==> src/shared/opmode_pkg.sv <==
package opmode_pkg;
  typedef enum logic [2:0] {
    MODE_RUN,
    MODE_BACKGROUND,
    MODE_WAIT,
    MODE_STOP1,
    MODE_STOP2,
    MODE_STOP3
  } op_mode_t;
  typedef enum logic [2:0] {
    CMD_MEM_ACCESS,
    CMD_MEM_STATUS,
    CMD_DBG_REG,
    CMD_BACKGROUND,
    CMD_CPU_REG,
    CMD_TRACE,
    CMD_GO
  } dbg_cmd_t;
  typedef enum logic [1:0] {
    DEPTH_STOP1,
    DEPTH_STOP2,
    DEPTH_STOP3
  } stop_depth_t;
  localparam logic [15:0] RESET_VECTOR_ADDR = 16'hFFFE;
  localparam int PIN_COUNT = 8;
  localparam logic [PIN_COUNT-1:0] PIN_RESET_STATE = 8'h00;
endpackage

==> src/hdl/stop_depth_select.sv <==
`timescale 1ns/1ps
`default_nettype none
module stop_depth_select (
  input wire logic power_down_select,
  input wire logic partial_power_down_select,
  input wire logic low_voltage_detect_enable,
  input wire logic low_voltage_stop_enable,
  input wire logic background_enable_bit,
  output opmode_pkg::stop_depth_t depth
);
  import opmode_pkg::*;
  wire detector_in_stop;
  wire deep_blocked;
  assign detector_in_stop = low_voltage_detect_enable & low_voltage_stop_enable;
  // Debug clocks and the detector both need the regulator up, so deep stop falls back.
  assign deep_blocked = detector_in_stop | background_enable_bit;
  assign depth = (!power_down_select || deep_blocked) ? DEPTH_STOP3 :
                 (partial_power_down_select ? DEPTH_STOP2 : DEPTH_STOP1);
endmodule // stop_depth_select
`default_nettype wire

==> src/hdl/pin_state_latch.sv <==
`timescale 1ns/1ps
`default_nettype none
module pin_state_latch (
  input wire logic mclk,
  input wire logic arst_n,
  input wire logic capture,
  input wire logic release_req,
  input wire logic force_reset_state,
  input wire logic [opmode_pkg::PIN_COUNT-1:0] port_value,
  output logic [opmode_pkg::PIN_COUNT-1:0] pin_out,
  output logic latched
);
  import opmode_pkg::*;
  logic latched_reg;
  logic [PIN_COUNT-1:0] hold_reg;
  logic [PIN_COUNT-1:0] pin_reg;
  wire [PIN_COUNT-1:0] pin_next;
  // Capture wins over a release in the same cycle so a fresh stop2 entry is never lost.
  always_ff @(posedge mclk or negedge arst_n) begin
    if (!arst_n) begin
      latched_reg <= 1'b0;
    end else if (capture) begin
      latched_reg <= 1'b1;
    end else if (release_req) begin
      latched_reg <= 1'b0;
    end
  end
  always_ff @(posedge mclk or negedge arst_n) begin
    if (!arst_n) begin
      hold_reg <= PIN_RESET_STATE;
    end else if (capture && !latched_reg) begin
      hold_reg <= port_value;
    end
  end
  assign pin_next = force_reset_state ? PIN_RESET_STATE :
                    (latched_reg ? hold_reg : port_value);
  always_ff @(posedge mclk or negedge arst_n) begin
    if (!arst_n) begin
      pin_reg <= PIN_RESET_STATE;
    end else begin
      pin_reg <= pin_next;
    end
  end
  assign pin_out = pin_reg;
  assign latched = latched_reg;
endmodule // pin_state_latch
`default_nettype wire

==> src/hdl/operating_mode_controller.sv <==
// What this block does
// - Mode pin high at reset: run, vector
// - Five triggers enter background mode
// - Background mode suspends CPU execution
// - Debug commands gated by current mode
// - Wait gates CPU clock, clears mask
// - Interrupt ends wait into stacking
// - Wait: background and status commands only
// - Background command wakes wait to background
// - Enabled stop enters stop, CPU and system clocks halted
// - Disabled stop forces illegal-opcode reset
// - Select bits choose stop depth
// - Deep stop only without detector in stop
// - Stop1 powers off, wakes by reset/interrupt
// - Stop1 asserts detect, waits supply recovery
// - Stop1 wake acts as power-on reset
// - Stop2 keeps RAM, three wake sources
// - Stop2 latches pins until acknowledge
// - Stop2 wake resets all but pins
// - Stop2 wake sets flag until acknowledge
// - Released pins follow port registers
// - Stop3 keeps RAM powered, pins not latched
// - Debug or detector forces stop3 instead
// - Stop3 exits by reset, interrupts, periodic
`timescale 1ns/1ps
`default_nettype none
module operating_mode_controller (
  input wire logic mclk,
  input wire logic arst_n,
  input wire logic debug_mode_select_pin,
  input wire logic stop_instruction,
  input wire logic wait_instruction,
  input wire logic background_halt_instruction,
  input wire logic debug_controller_breakpoint,
  input wire logic on_chip_breakpoint_module,
  input wire logic stop_enable_bit,
  input wire logic power_down_select,
  input wire logic partial_power_down_select,
  input wire logic low_voltage_detect_enable,
  input wire logic low_voltage_stop_enable,
  input wire logic background_enable_bit,
  input wire logic partial_power_down_ack,
  input wire logic supply_recovered,
  input wire logic reset_pin_wake,
  input wire logic irq_pin_n,
  input wire logic keyboard_interrupt,
  input wire logic periodic_wakeup_interrupt,
  input wire logic interrupt_request,
  input wire logic dbg_cmd_valid,
  input wire opmode_pkg::dbg_cmd_t dbg_cmd,
  input wire logic [opmode_pkg::PIN_COUNT-1:0] port_value,
  output opmode_pkg::op_mode_t current_mode,
  output logic cpu_clock_enable,
  output logic system_clock_enable,
  output logic debug_clock_enable,
  output logic regulator_on,
  output logic ram_retained,
  output logic clear_interrupt_mask,
  output logic start_stacking,
  output logic fetch_vector,
  output logic [15:0] vector_addr,
  output logic illegal_opcode_reset,
  output logic power_on_reset_req,
  output logic low_voltage_detect,
  output logic partial_power_down_flag,
  output logic dbg_cmd_accept,
  output logic dbg_cmd_status_error,
  output logic dbg_cmd_reject,
  output logic [opmode_pkg::PIN_COUNT-1:0] pin_out,
  output logic pins_latched
);
  import opmode_pkg::*;
  op_mode_t mode_reg, mode_next;
  logic boot_pending_reg;
  logic ppd_flag_reg;
  logic lv_detect_reg;
  logic wake_pending_reg;
  logic stacking_reg;
  logic vector_reg;
  logic illegal_reg;
  logic por_reg;
  logic mask_clear_reg;
  logic accept_reg;
  logic status_err_reg;
  logic reject_reg;
  stop_depth_t depth;
  wire in_stop;
  wire bg_cmd;
  wire enter_background;
  wire irq_active;
  wire stop_ok;
  wire stop1_wake;
  wire stop2_wake;
  wire stop3_reset_wake;
  wire stop3_int_wake;
  wire cmd_nonintrusive;
  wire cmd_active_only;
  wire latch_capture;
  wire latch_release;

  function automatic logic is_stop(input op_mode_t m);
    is_stop = (m == MODE_STOP1) || (m == MODE_STOP2) || (m == MODE_STOP3);
  endfunction

  stop_depth_select u_depth (
    .power_down_select(power_down_select),
    .partial_power_down_select(partial_power_down_select),
    .low_voltage_detect_enable(low_voltage_detect_enable),
    .low_voltage_stop_enable(low_voltage_stop_enable),
    .background_enable_bit(background_enable_bit),
    .depth(depth)
  );

  assign in_stop = is_stop(mode_reg);
  assign bg_cmd = dbg_cmd_valid && (dbg_cmd == CMD_BACKGROUND);
  assign irq_active = !irq_pin_n;
  assign stop_ok = stop_instruction && stop_enable_bit;
  assign enter_background = bg_cmd || background_halt_instruction ||
                            debug_controller_breakpoint || on_chip_breakpoint_module;
  // The detect condition must drop before stop1 may leave; a wake pin alone is not enough.
  assign stop1_wake = (reset_pin_wake || irq_active) && supply_recovered;
  assign stop2_wake = reset_pin_wake || irq_active || periodic_wakeup_interrupt;
  assign stop3_reset_wake = reset_pin_wake;
  assign stop3_int_wake = irq_active || keyboard_interrupt || periodic_wakeup_interrupt;
  assign cmd_nonintrusive = (dbg_cmd == CMD_MEM_ACCESS) || (dbg_cmd == CMD_MEM_STATUS) ||
                            (dbg_cmd == CMD_DBG_REG) || (dbg_cmd == CMD_BACKGROUND);
  assign cmd_active_only = (dbg_cmd == CMD_CPU_REG) || (dbg_cmd == CMD_TRACE) ||
                           (dbg_cmd == CMD_GO);
  // Background entry outranks stop, so the pins must not be frozen on that cycle.
  assign latch_capture = (mode_reg == MODE_RUN) && stop_ok && !enter_background &&
                         (depth == DEPTH_STOP2);
  assign latch_release = partial_power_down_ack;

  always_comb begin
    mode_next = mode_reg;
    case (mode_reg)
      MODE_RUN: begin
        if (enter_background) begin
          mode_next = MODE_BACKGROUND;
        end else if (stop_ok) begin
          case (depth)
            DEPTH_STOP1: mode_next = MODE_STOP1;
            DEPTH_STOP2: mode_next = MODE_STOP2;
            default: mode_next = MODE_STOP3;
          endcase
        end else if (wait_instruction) begin
          mode_next = MODE_WAIT;
        end
      end
      MODE_BACKGROUND: begin
        if (dbg_cmd_valid && (dbg_cmd == CMD_GO)) begin
          mode_next = MODE_RUN;
        end
      end
      MODE_WAIT: begin
        if (bg_cmd) begin
          mode_next = MODE_BACKGROUND;
        end else if (interrupt_request) begin
          mode_next = MODE_RUN;
        end
      end
      MODE_STOP1: begin
        if (stop1_wake) begin
          mode_next = MODE_RUN;
        end
      end
      MODE_STOP2: begin
        if (stop2_wake) begin
          mode_next = MODE_RUN;
        end
      end
      MODE_STOP3: begin
        if (bg_cmd && background_enable_bit) begin
          mode_next = MODE_BACKGROUND;
        end else if (stop3_reset_wake || stop3_int_wake) begin
          mode_next = MODE_RUN;
        end
      end
      default: mode_next = MODE_RUN;
    endcase
  end

  // The mode pin is only sampled after reset release, never loaded under the reset itself.
  always_ff @(posedge mclk or negedge arst_n) begin
    if (!arst_n) begin
      mode_reg <= MODE_RUN;
      boot_pending_reg <= 1'b1;
    end else if (boot_pending_reg) begin
      mode_reg <= debug_mode_select_pin ? MODE_RUN : MODE_BACKGROUND;
      boot_pending_reg <= 1'b0;
    end else begin
      mode_reg <= mode_next;
    end
  end

  // Flag set by stop2 wake wins over a simultaneous acknowledge.
  always_ff @(posedge mclk or negedge arst_n) begin
    if (!arst_n) begin
      ppd_flag_reg <= 1'b0;
    end else if ((mode_reg == MODE_STOP2) && stop2_wake) begin
      ppd_flag_reg <= 1'b1;
    end else if (partial_power_down_ack) begin
      ppd_flag_reg <= 1'b0;
    end
  end

  always_ff @(posedge mclk or negedge arst_n) begin
    if (!arst_n) begin
      lv_detect_reg <= 1'b0;
    end else if (mode_next == MODE_STOP1 && mode_reg != MODE_STOP1) begin
      lv_detect_reg <= 1'b1;
    end else if (supply_recovered) begin
      lv_detect_reg <= 1'b0;
    end
  end

  always_ff @(posedge mclk or negedge arst_n) begin
    if (!arst_n) begin
      wake_pending_reg <= 1'b0;
      stacking_reg <= 1'b0;
      vector_reg <= 1'b0;
      illegal_reg <= 1'b0;
      por_reg <= 1'b0;
      mask_clear_reg <= 1'b0;
    end else begin
      wake_pending_reg <= 1'b0;
      stacking_reg <= ((mode_reg == MODE_WAIT) && (mode_next == MODE_RUN)) ||
                      ((mode_reg == MODE_STOP3) && (mode_next == MODE_RUN) &&
                       !stop3_reset_wake);
      vector_reg <= (boot_pending_reg && debug_mode_select_pin) ||
                    (((mode_reg == MODE_STOP1) || (mode_reg == MODE_STOP2)) &&
                     (mode_next == MODE_RUN)) ||
                    ((mode_reg == MODE_STOP3) && (mode_next == MODE_RUN) &&
                     stop3_reset_wake);
      illegal_reg <= (mode_reg == MODE_RUN) && stop_instruction && !stop_enable_bit;
      por_reg <= ((mode_reg == MODE_STOP1) || (mode_reg == MODE_STOP2)) &&
                 (mode_next == MODE_RUN);
      mask_clear_reg <= (mode_reg == MODE_RUN) && (mode_next == MODE_WAIT);
    end
  end

  always_ff @(posedge mclk or negedge arst_n) begin
    if (!arst_n) begin
      accept_reg <= 1'b0;
      status_err_reg <= 1'b0;
      reject_reg <= 1'b0;
    end else begin
      accept_reg <= 1'b0;
      status_err_reg <= 1'b0;
      reject_reg <= 1'b0;
      if (dbg_cmd_valid) begin
        case (mode_reg)
          MODE_RUN: begin
            accept_reg <= cmd_nonintrusive;
            reject_reg <= cmd_active_only;
          end
          MODE_BACKGROUND: accept_reg <= 1'b1;
          MODE_WAIT, MODE_STOP3: begin
            // Status commands answer with an error and never touch memory here.
            accept_reg <= bg_cmd;
            status_err_reg <= (dbg_cmd == CMD_MEM_STATUS);
            reject_reg <= !bg_cmd && (dbg_cmd != CMD_MEM_STATUS);
          end
          default: reject_reg <= 1'b1;
        endcase
      end
    end
  end

  pin_state_latch u_pins (
    .mclk(mclk),
    .arst_n(arst_n),
    .capture(latch_capture),
    .release_req(latch_release),
    .force_reset_state(mode_reg == MODE_STOP1),
    .port_value(port_value),
    .pin_out(pin_out),
    .latched(pins_latched)
  );

  assign current_mode = mode_reg;
  assign cpu_clock_enable = (mode_reg == MODE_RUN) && !boot_pending_reg;
  assign system_clock_enable = !in_stop;
  assign debug_clock_enable = !in_stop || background_enable_bit;
  assign regulator_on = !in_stop || ((mode_reg == MODE_STOP3) &&
                        (background_enable_bit ||
                         (low_voltage_detect_enable && low_voltage_stop_enable)));
  assign ram_retained = (mode_reg != MODE_STOP1);
  assign clear_interrupt_mask = mask_clear_reg;
  assign start_stacking = stacking_reg;
  assign fetch_vector = vector_reg;
  assign vector_addr = RESET_VECTOR_ADDR;
  assign illegal_opcode_reset = illegal_reg;
  assign power_on_reset_req = por_reg;
  assign low_voltage_detect = lv_detect_reg;
  assign partial_power_down_flag = ppd_flag_reg;
  assign dbg_cmd_accept = accept_reg;
  assign dbg_cmd_status_error = status_err_reg;
  assign dbg_cmd_reject = reject_reg;
endmodule // operating_mode_controller
`default_nettype wire

==> config.mk <==
export PLATFORM = sky130hd
export DESIGN_NAME = operating_mode_controller
export DESIGN_NICKNAME = d
export VERILOG_FILES = /design/src/shared/opmode_pkg.sv /design/src/hdl/stop_depth_select.sv /design/src/hdl/pin_state_latch.sv /design/src/hdl/operating_mode_controller.sv
export SDC_FILE = /design/constraint.sdc
export NUM_CORES = 1
export LEC_CHECK = 0
export BUFFER_PORTS_ARGS = -buffer_cell sky130_fd_sc_hd__buf_2
export CORE_UTILIZATION = 47
export DETAILED_ROUTE_END_ITERATION = 10
export GPL_ROUTABILITY_DRIVEN = 0
export MAX_ROUTING_LAYER = met4
export PLACE_DENSITY = 0.79
export SLEW_MARGIN = 20
export SYNTH_ARGS = -nofsm -noshare
export SYNTH_HDL_FRONTEND = slang
export SYNTH_HIERARCHICAL = 1
export SYNTH_SLANG_ARGS = --single-unit
==> constraint.sdc <==
create_clock -name mclk -period 2.4 [get_ports mclk]
set_clock_uncertainty 0.15 [all_clocks]
set_input_delay 0.12 -clock mclk [delete_from_list [all_inputs] [get_ports mclk]]
set_output_delay 0.12 -clock mclk [all_outputs]
set_load 0.03 [all_outputs]
==> results of run 1 <==
[stage by stage]
stage / hold WS (ns) / instances / cell area [µm²]
floorplan: -0.326 / 179 / 1800
global placement: 0.0424 / 264 / 1990
detailed placement: 0.0508 / 264 / 1990
CTS: 0.00238 / 289 / 2270
global route: 0.00430 / 289 / 2270
finish: 0.0172 / 289 / 2270
[placed cells by master, fill, tap and decap left out, types with 2 or more instances in the layout]
cell type,netlist,layout
nor3b_1,2,2
conb_1,2,17
nor2_1,16,16
mux2i_1,8,8
a21oi_1,4,4
buf_2,0,59
nor3_1,3,3
buf_4,18,2
inv_1,9,9
nor3_2,2,2
clkbuf_8,0,7
o22ai_1,3,3
a21o_1,2,2
nand2b_1,3,3
and2_1,2,2
dlygate4sd3_1,0,17
dfrtp_1,30,29
nand2_1,14,14
mux2_4,8,8
a21oi_2,2,2
o21ai_0,4,4
[power breakdown]
part | leakage, nW | total, mW | switching [mW] | internal [mW]
Clock | 0.0505 | 0.463 | 0.202 | 0.261
Sequential | 0.403 | 0.544 | 0.00582 | 0.538
Combinational | 0.720 | 0.223 | 0.143 | 0.0793
Total | 1.17 | 1.23 | 0.351 | 0.878
[logic make-up after synthesis]
logic type	Yosys count	synth area share [%]
AND/OR/NAND/NOR	55	19.2
flip-flops	31	44.6
buffers and inverters	31	11.8
AO/OA/AOI/OAI	29	12.5
multiplexers	16	11.5
other	2	0.431
[final timing paths]
check                                          start                      end  slack (ns)  depth (start not counted)
setup / recovery                     current_mode[0]     dbg_cmd_status_error        0.17                          4
hold reg to reg                   low_voltage_detect       low_voltage_detect        0.34                          1
max in group asynchronous                     arst_n          current_mode[2]        1.36                          2
hold / removal             periodic_wakeup_interrupt  partial_power_down_flag        0.02                          3
min in group asynchronous                     arst_n        u_pins/pin_out[3]        0.26                          2
setup reg to reg                     current_mode[0]     dbg_cmd_status_error        0.17                          4
[worst reg2reg max path, cell delays in order, from the launching register on]
cell and delay [ns]:
dfrtp_1 0.40, buf_4 0.19, or3b_4 0.44, a2111oi_1 0.39, dlygate4sd3_1 0.60
[routing by layer]
metal / global-route usage (%) / up-vias / routed length (µm)
met5: - / - / 0
met4: 8.14 / 0 / 66
met3: 7.12 / 9 / 295
met2: 30.9 / 75 / 1700
met1: 25.3 / 670 / 1620
li1: - / 691 / -
[timing repair]
item,4_1_cts,5_1_grt
gates resized for setup,0,2
hold buffers,17,0
endpoints found under the setup margin,0,1
hold endpoints to repair,56,0
buffers inserted,0,0
[layout make-up]
type / instances / area, µm²
Fill cell: 276 / 1170
Multi-Input combinational cell: 117 / 817
Sequential cell: 31 / 778
Timing Repair Buffer: 78 / 480
Clock buffer: 7 / 96.3
Tap cell: 46 / 57.6
Inverter: 9 / 33.8
Clock inverter: 1 / 7.51
==> impl_metrics.yaml, run 1 <==
outcome:
  status: "finished clean"
floorplan:
  core_area_um2: 3440
  die-area_um2: 3960
  start_util_pct: 50.6
  die_w_um: 62.9
  pin_count: 76
  die_h_um: 62.9
  rows: 21
sta:
  layout_setup_ws_ns: 0.173
  finalMaxSlewViolations: 0
  rsz0062_at_grt: "no"
  worst_slew_pin_slew_ns: 0.684
  period_share_pct: 92.8
  setup-tns-final_ns: 0
  hold_violations: 0
  period_needed_ns: 2.23
  max_freq_mhz: 449
  finalSetupViolCount: 0
  slew_headroom_pct: 54.4
place:
  port_buffers: 59
  post-dp-hpwl_mm: 2.71
  dp_slack_ns: 0.414
clock_tree:
  cts_tree: "done"
  cts_sinks: 31
  cts_buffers: 5
  cts.clk_slew.worst_paths_ns: 0.07
  cts_max_level: 2
  clockRootBuffer: "clkbuf_8"
  clock_latency_ns: 0.29
  clock_path_buffers: 2
worst_setup_path:
  path_max_fanout: 13
  cp.arrival_ns: 2.30
  end_kind: "register"
  crit_required_ns: 2.48
  crit_family: "buffers and inverters"
  crit_slowest_cell: "dlygate4sd3_1"
  slowest_delay_ns: 0.60
  cp.buffers_inverters: 2
  cp_cell_sequence: "buf_4 -> or3b_4 -> a2111oi_1 -> dlygate4sd3_1"
  cp-start-kind: "register"
  worstSetupPathType: "register to register"
flow_run:
  cap_violations: 0
power_and_ir_drop:
  p_leak_nw: 1.17
  power_mw: 1.23
  ir_drop_uv: 366
  power_density_nw_per_um2: 541
synth:
  yosysWarnings: 6
  async_flop_share_pct: 100
  ys_top_cells_by_count: "dfrtp_1, buf_4, nor2_1"
  synth_area_um2: 1740
  synth_top_area_cell: "dfrtp_1"
  netlist.area_leader.share_pct: 43.1
  synth-edff-count: 0
  synthTopCellsByArea: "dfrtp_1, buf_4, mux2_4, mux2i_1, nor2_1"
  syn_inst: 164
  synth.most_common_cell: "dfrtp_1"
  ys_seq_area_share_pct: 44.6
  avgSynthCellArea_um2: 10.6
  synth_seq_cells: 31
  ys.flop_type: "dfrtp_1"
  post_synth_num_cell_types: 48
grt:
  gr-total-overflow: 0
  grt_usage_pct: 20.6
  grt_pass1_wl_mm: 5.98
  grt_pass1_vias: 1323
  antenna_found_initial: 0
  grt_max_degree: 32
route:
  vias: 1445
  ant_nets: 0
  drt_iter0_markers: 57
  drt-total-wl_mm: 3.69
  vias_per_cell: 5.00
  drt-pass1-iter-count: 4
  drt-wirelength-per-cell_um: 12.8
  route.detailed.drc: 0
cells_and_area:
  drive_above_1_share_pct: 38.3
  area_delta_synth_final_pct: 30.3
  fin_nets: 275
  diodes: 0
  fin_util_pct: 66.0
worst_hold_path:
  min_path_type: "input port to register"
No activity file was read; power rests on OpenSTA's default activity.
==> inputs of run 2 (changes only) <==
Settings changed: PLACE_DENSITY 0.79 to 0.89.
==> impl_metrics.yaml, run 2 (synthesized netlist as in run 1, its figures left out) <==
grt:
  gr-total-overflow: 0
  grt_pass1_vias: 1440
  grt_pass1_wl_mm: 6.76
  antenna_found_initial: 0
  grt_max_degree: 32
  grt_usage_pct: 23.5
worst_setup_path:
  r2r-end: "dbg_cmd_status_error"
  slowest_delay_ns: 0.59
  crit_slowest_cell: "dlygate4sd3_1"
  path_max_fanout: 11
  rr_worst_depth: 4
  cp-start-kind: "register"
  r2r_start: "current_mode[2]"
  worstSetupPathType: "register to register"
  end_kind: "register"
  crit_required_ns: 2.47
  cp.arrival_ns: 2.28
  cp_cell_sequence: "nor2b_4 -> nand2_1 -> a2111oi_0 -> dlygate4sd3_1"
  rrSetupSlack_ns: 0.19
clock_tree:
  clock_path_buffers: 2
  clock_latency_ns: 0.28
  cts-resized-gates: 0
  post_cts_buffers: 0
  clockRootBuffer: "clkbuf_8"
  cts_buffers: 5
  cts.clk_slew.worst_paths_ns: 0.06
  cts_sinks: 31
  cts_tree: "done"
  cts_max_level: 2
route:
  vias_per_cell: 5.09
  wl_met3_um: 215
  vias: 1461
  drt-pass1-iter-count: 4
  drt-wirelength-per-cell_um: 14.0
  drt-total-wl_mm: 4.02
  ant_nets: 0
  route.detailed.drc: 0
  drt_iter0_markers: 92
  met1Wirelength_mm: 1.64
  dr_wl_met2_mm: 1.98
  highest_layer: "met4"
sta:
  worst_slew_pin_slew_ns: 0.669
  period_needed_ns: 2.21
  max_freq_mhz: 453
  setup-tns-final_ns: 0
  hold_violations: 0
  finalMaxSlewViolations: 0
  period_share_pct: 92.0
  rsz0062_at_grt: "no"
  slew_headroom_pct: 55.4
  finalSetupViolCount: 0
place:
  dpl_cell_area_um2: 1990
  post-dp-hpwl_mm: 2.76
  port_buffers: 59
power_and_ir_drop:
  p_leak_nw: 1.18
  switching_share_pct: 26.7
  p_clk_share_pct: 40.8
  internal_power_mw: 0.950
  ir_drop_uv: 352
  p_sw_mw: 0.346
  pwr-share-seq_pct: 42.4
  combPwrFrac_pct: 16.7
  power_density_nw_per_um2: 573
worst_hold_path:
  min_path_type: "input port to register"
  min_from: "supply_recovered"
  hold_end: "low_voltage_detect"
  holdPathStages: 3
outcome:
  status: "finished clean"
cells_and_area:
  mostFrequentLayoutCells: "buf_2, dfrtp_1, conb_1"
  diodes: 0
  final_common_cell: "buf_2"
  drive_above_1_share_pct: 37.8
  area_delta_synth_final_pct: 29.9
  final_area_um2: 2260
  fin_nets: 273
floorplan:
  pin_count: 76
  start_util_pct: 50.6
  core_area_um2: 3440
  die_h_um: 62.9
  rows: 21
  die_w_um: 62.9
  die-area_um2: 3960
flow_run:
  cap_violations: 0
-- run 2: changes by cell type in the layout (fill, tap and decap cells not counted), sizes merged --
cell,previous run,this run
clkbuf,7,6
clkinv,0,1
bufinv,0,1
clkinvlp,1,0
dlygate4sd3,17,16
buf,61,60
-- run 2: final cells by class --
type                       count  area, µm²
fill                         285       1180
multi-input combinational    117        816
sequential                    31        777
timing repair buffer          76        463
clock buffer                   6       82.6
tap                           46       57.6
clock inverter                 2       35.0
inverter                       9       33.8
-- run 2: worst max-delay path, delay by kind of cell (launching register included) --
family / cells / cell delay [ns]
buf+inv: 1 / 0.59
flops: 1 / 0.56
simple gates: 2 / 0.44
compound gates: 1 / 0.40
-- run 2: metrics by stage --
stage	instances	utilization [%]	power [mW]	hold slack [ns]	setup slack (ns)
finish	287	65.8	1.30	0.00776	0.191
global route	287	65.8	1.36	0.00636	0.119
CTS	287	65.8	1.30	0.00591	0.221
detailed placement	263	57.7	0.754	0.0414	0.308
global placement	263	57.7	0.750	0.0318	0.381
floorplan	179	-	0.702	-0.326	0.283
-- run 2: how the worst max path moves through the flow --
stage / from / end / slack, ns / depth (start not counted)
after CTS: current_mode[0] / dbg_cmd_status_error / 0.22 / 3
after floorplan: current_mode[0] / u_pins/hold_reg[0] / 0.28 / 7
final: current_mode[2] / dbg_cmd_status_error / 0.19 / 4
after global routing: current_mode[0] / dbg_cmd_status_error / 0.12 / 3
after detailed placement: current_mode[0] / u_pins/hold_reg[2] / 0.31 / 5
after global placement: current_mode[0] / u_pins/hold_reg[0] / 0.38 / 5
-- run 2: timing repair --
action	4_1_cts	5_1_grt
endpoints found under the setup margin	0	0
hold buffers	16	0
endpoints found under the hold margin	54	0
-- run 2: power groups by stage --
stage | Combinational [mW] | Clock, mW | Sequential (mW)
2_1_floorplan | 0.119 | 0 | 0.583
3_3_place_gp | 0.192 | 0 | 0.558
3_5_place_dp | 0.195 | 0 | 0.559
4_1_cts | 0.215 | 0.536 | 0.550
5_1_grt | 0.235 | 0.572 | 0.552
6_report | 0.217 | 0.530 | 0.550
-- run 2: layer usage --
layer	vias up	global-route usage [%]
met1	686	26.8
met3	19	6.20
met5	-	-
met2	72	35.9
li1	684	-
met4	0	16.0
==> inputs of run 3 (changes only) <==
Settings changed: RECOVER_POWER set to 25.
==> impl_metrics.yaml, run 3 (synthesized netlist as in run 1, its figures left out) <==
outcome:
  status: "complete, but fails checks"
  violations: "capacitance limit, slew limit"
sta:
  layout_setup_ws_ns: 0.189
  hold_violations: 0
  whs_ns: 0.00782
  finalMaxSlewViolations: 32
  max_freq_mhz: 452
  slew_headroom_pct: -7.29
  finalSetupViolCount: 0
  period_share_pct: 92.1
  rsz0062_at_grt: "no"
  setup-tns-final_ns: 0
  period_needed_ns: 2.21
  worst_slew_pin_slew_ns: 1.61
place:
  dp.cells: 263
  port_buffers: 59
  post-dp-hpwl_mm: 2.76
  dp_slack_ns: 0.308
  dpl_cell_area_um2: 1990
cells_and_area:
  multi_input_area_um2: 816
  finalNonFillerCells: 287
  area_delta_synth_final_pct: 28.8
  fin_util_pct: 65.2
  nFillCells: 296
  regArea_um2: 777
  diodes: 0
  drive_above_1_share_pct: 31.1
  fin_nets: 273
  final_area_um2: 2240
  mostFrequentLayoutCells: "buf_2, dfrtp_1, conb_1"
  final_common_cell: "buf_2"
worst_setup_path:
  path_max_fanout: 14
  cp.arrival_ns: 2.28
  worstSetupPathType: "register to register"
  cp-start-kind: "register"
  end_kind: "register"
  crit_required_ns: 2.47
power_and_ir_drop:
  power_density_nw_per_um2: 577
  ir_drop_uv: 351
  power_mw: 1.29
  p_leak_nw: 1.12
clock_tree:
  clock_latency_ns: 0.28
  clock_path_buffers: 2
  cts_max_level: 2
  cts.clk_slew.worst_paths_ns: 0.06
  post_cts_buffers: 0
  cts_tree: "done"
  cts_sinks: 31
  cts-resized-gates: 0
  clockRootBuffer: "clkbuf_8"
  hold_buffers: 16
  cts_buffers: 5
route:
  drt-total-wl_mm: 4.02
  drt-wirelength-per-cell_um: 14.0
  vias_per_cell: 5.12
  drt_iter0_markers: 88
  vias: 1469
  drt-pass1-iter-count: 4
  ant_nets: 0
  route.detailed.drc: 0
flow_run:
  cap_violations: 1
grt:
  grt_max_degree: 32
  grt_usage_pct: 23.5
  gr-total-overflow: 0
  grt_pass1_wl_mm: 6.76
  grt_pass1_vias: 1440
  antenna_found_initial: 0
floorplan:
  die_h_um: 62.9
  core_area_um2: 3440
  die_w_um: 62.9
  die-area_um2: 3960
  start_util_pct: 50.6
  rows: 21
  pin_count: 76
worst_hold_path:
  min_path_type: "input port to register"
## run 3: cell count changes in the layout (fill, tap and decap cells not counted), sizes merged
cell	change
buf	-16
clkbuf	+16
## run 3: layer usage
| layer | track usage [%] | wire length (µm) |
|---|---|---|
| met1 | 26.8 | 1620 |
| met5 | - | 0 |
| met2 | 35.9 | 1980 |
| met4 | 16.0 | 174 |
| met3 | 6.20 | 243 |
## run 3: report_power, final
| part | internal [mW] | switching [mW] |
|---|---|---|
| clock | 0.336 | 0.195 |
| combinational | 0.0730 | 0.140 |
| sequential | 0.538 | 0.0121 |
| total | 0.947 | 0.347 |
## run 3: final timing paths
| path | startpoint | endpoint | slack (ns) | cells after the start |
|---|---|---|---|---|
| max | current_mode[0] | dbg_cmd_status_error | 0.19 | 3 |
| min | supply_recovered | low_voltage_detect | 0.008 | 3 |
| max reg2reg | current_mode[0] | dbg_cmd_status_error | 0.19 | 3 |
| min reg2reg | u_pins/hold_reg[3] | u_pins/hold_reg[3] | 0.37 | 1 |
| max in group asynchronous | arst_n | dbg_cmd_accept | 0.53 | 2 |
| min in group asynchronous | arst_n | u_pins/pin_out[6] | 0.63 | 2 |
## run 3: critical path: stages (launching register included)
cell and delay, ns:
dfrtp_1 0.55, or3b_4 0.51, a2111oi_0 0.34, dlygate4sd3_1 0.59
## run 3: area by class of cell
cell class                 instances  share of cell area (%)
multi-input combinational        117                    36.3
inverter                           9                    1.51
tap                               46                    2.56
clock buffer                       6                    3.68
clock inverter                     2                    1.56
sequential                        31                    34.6
timing repair buffer              76                    19.7
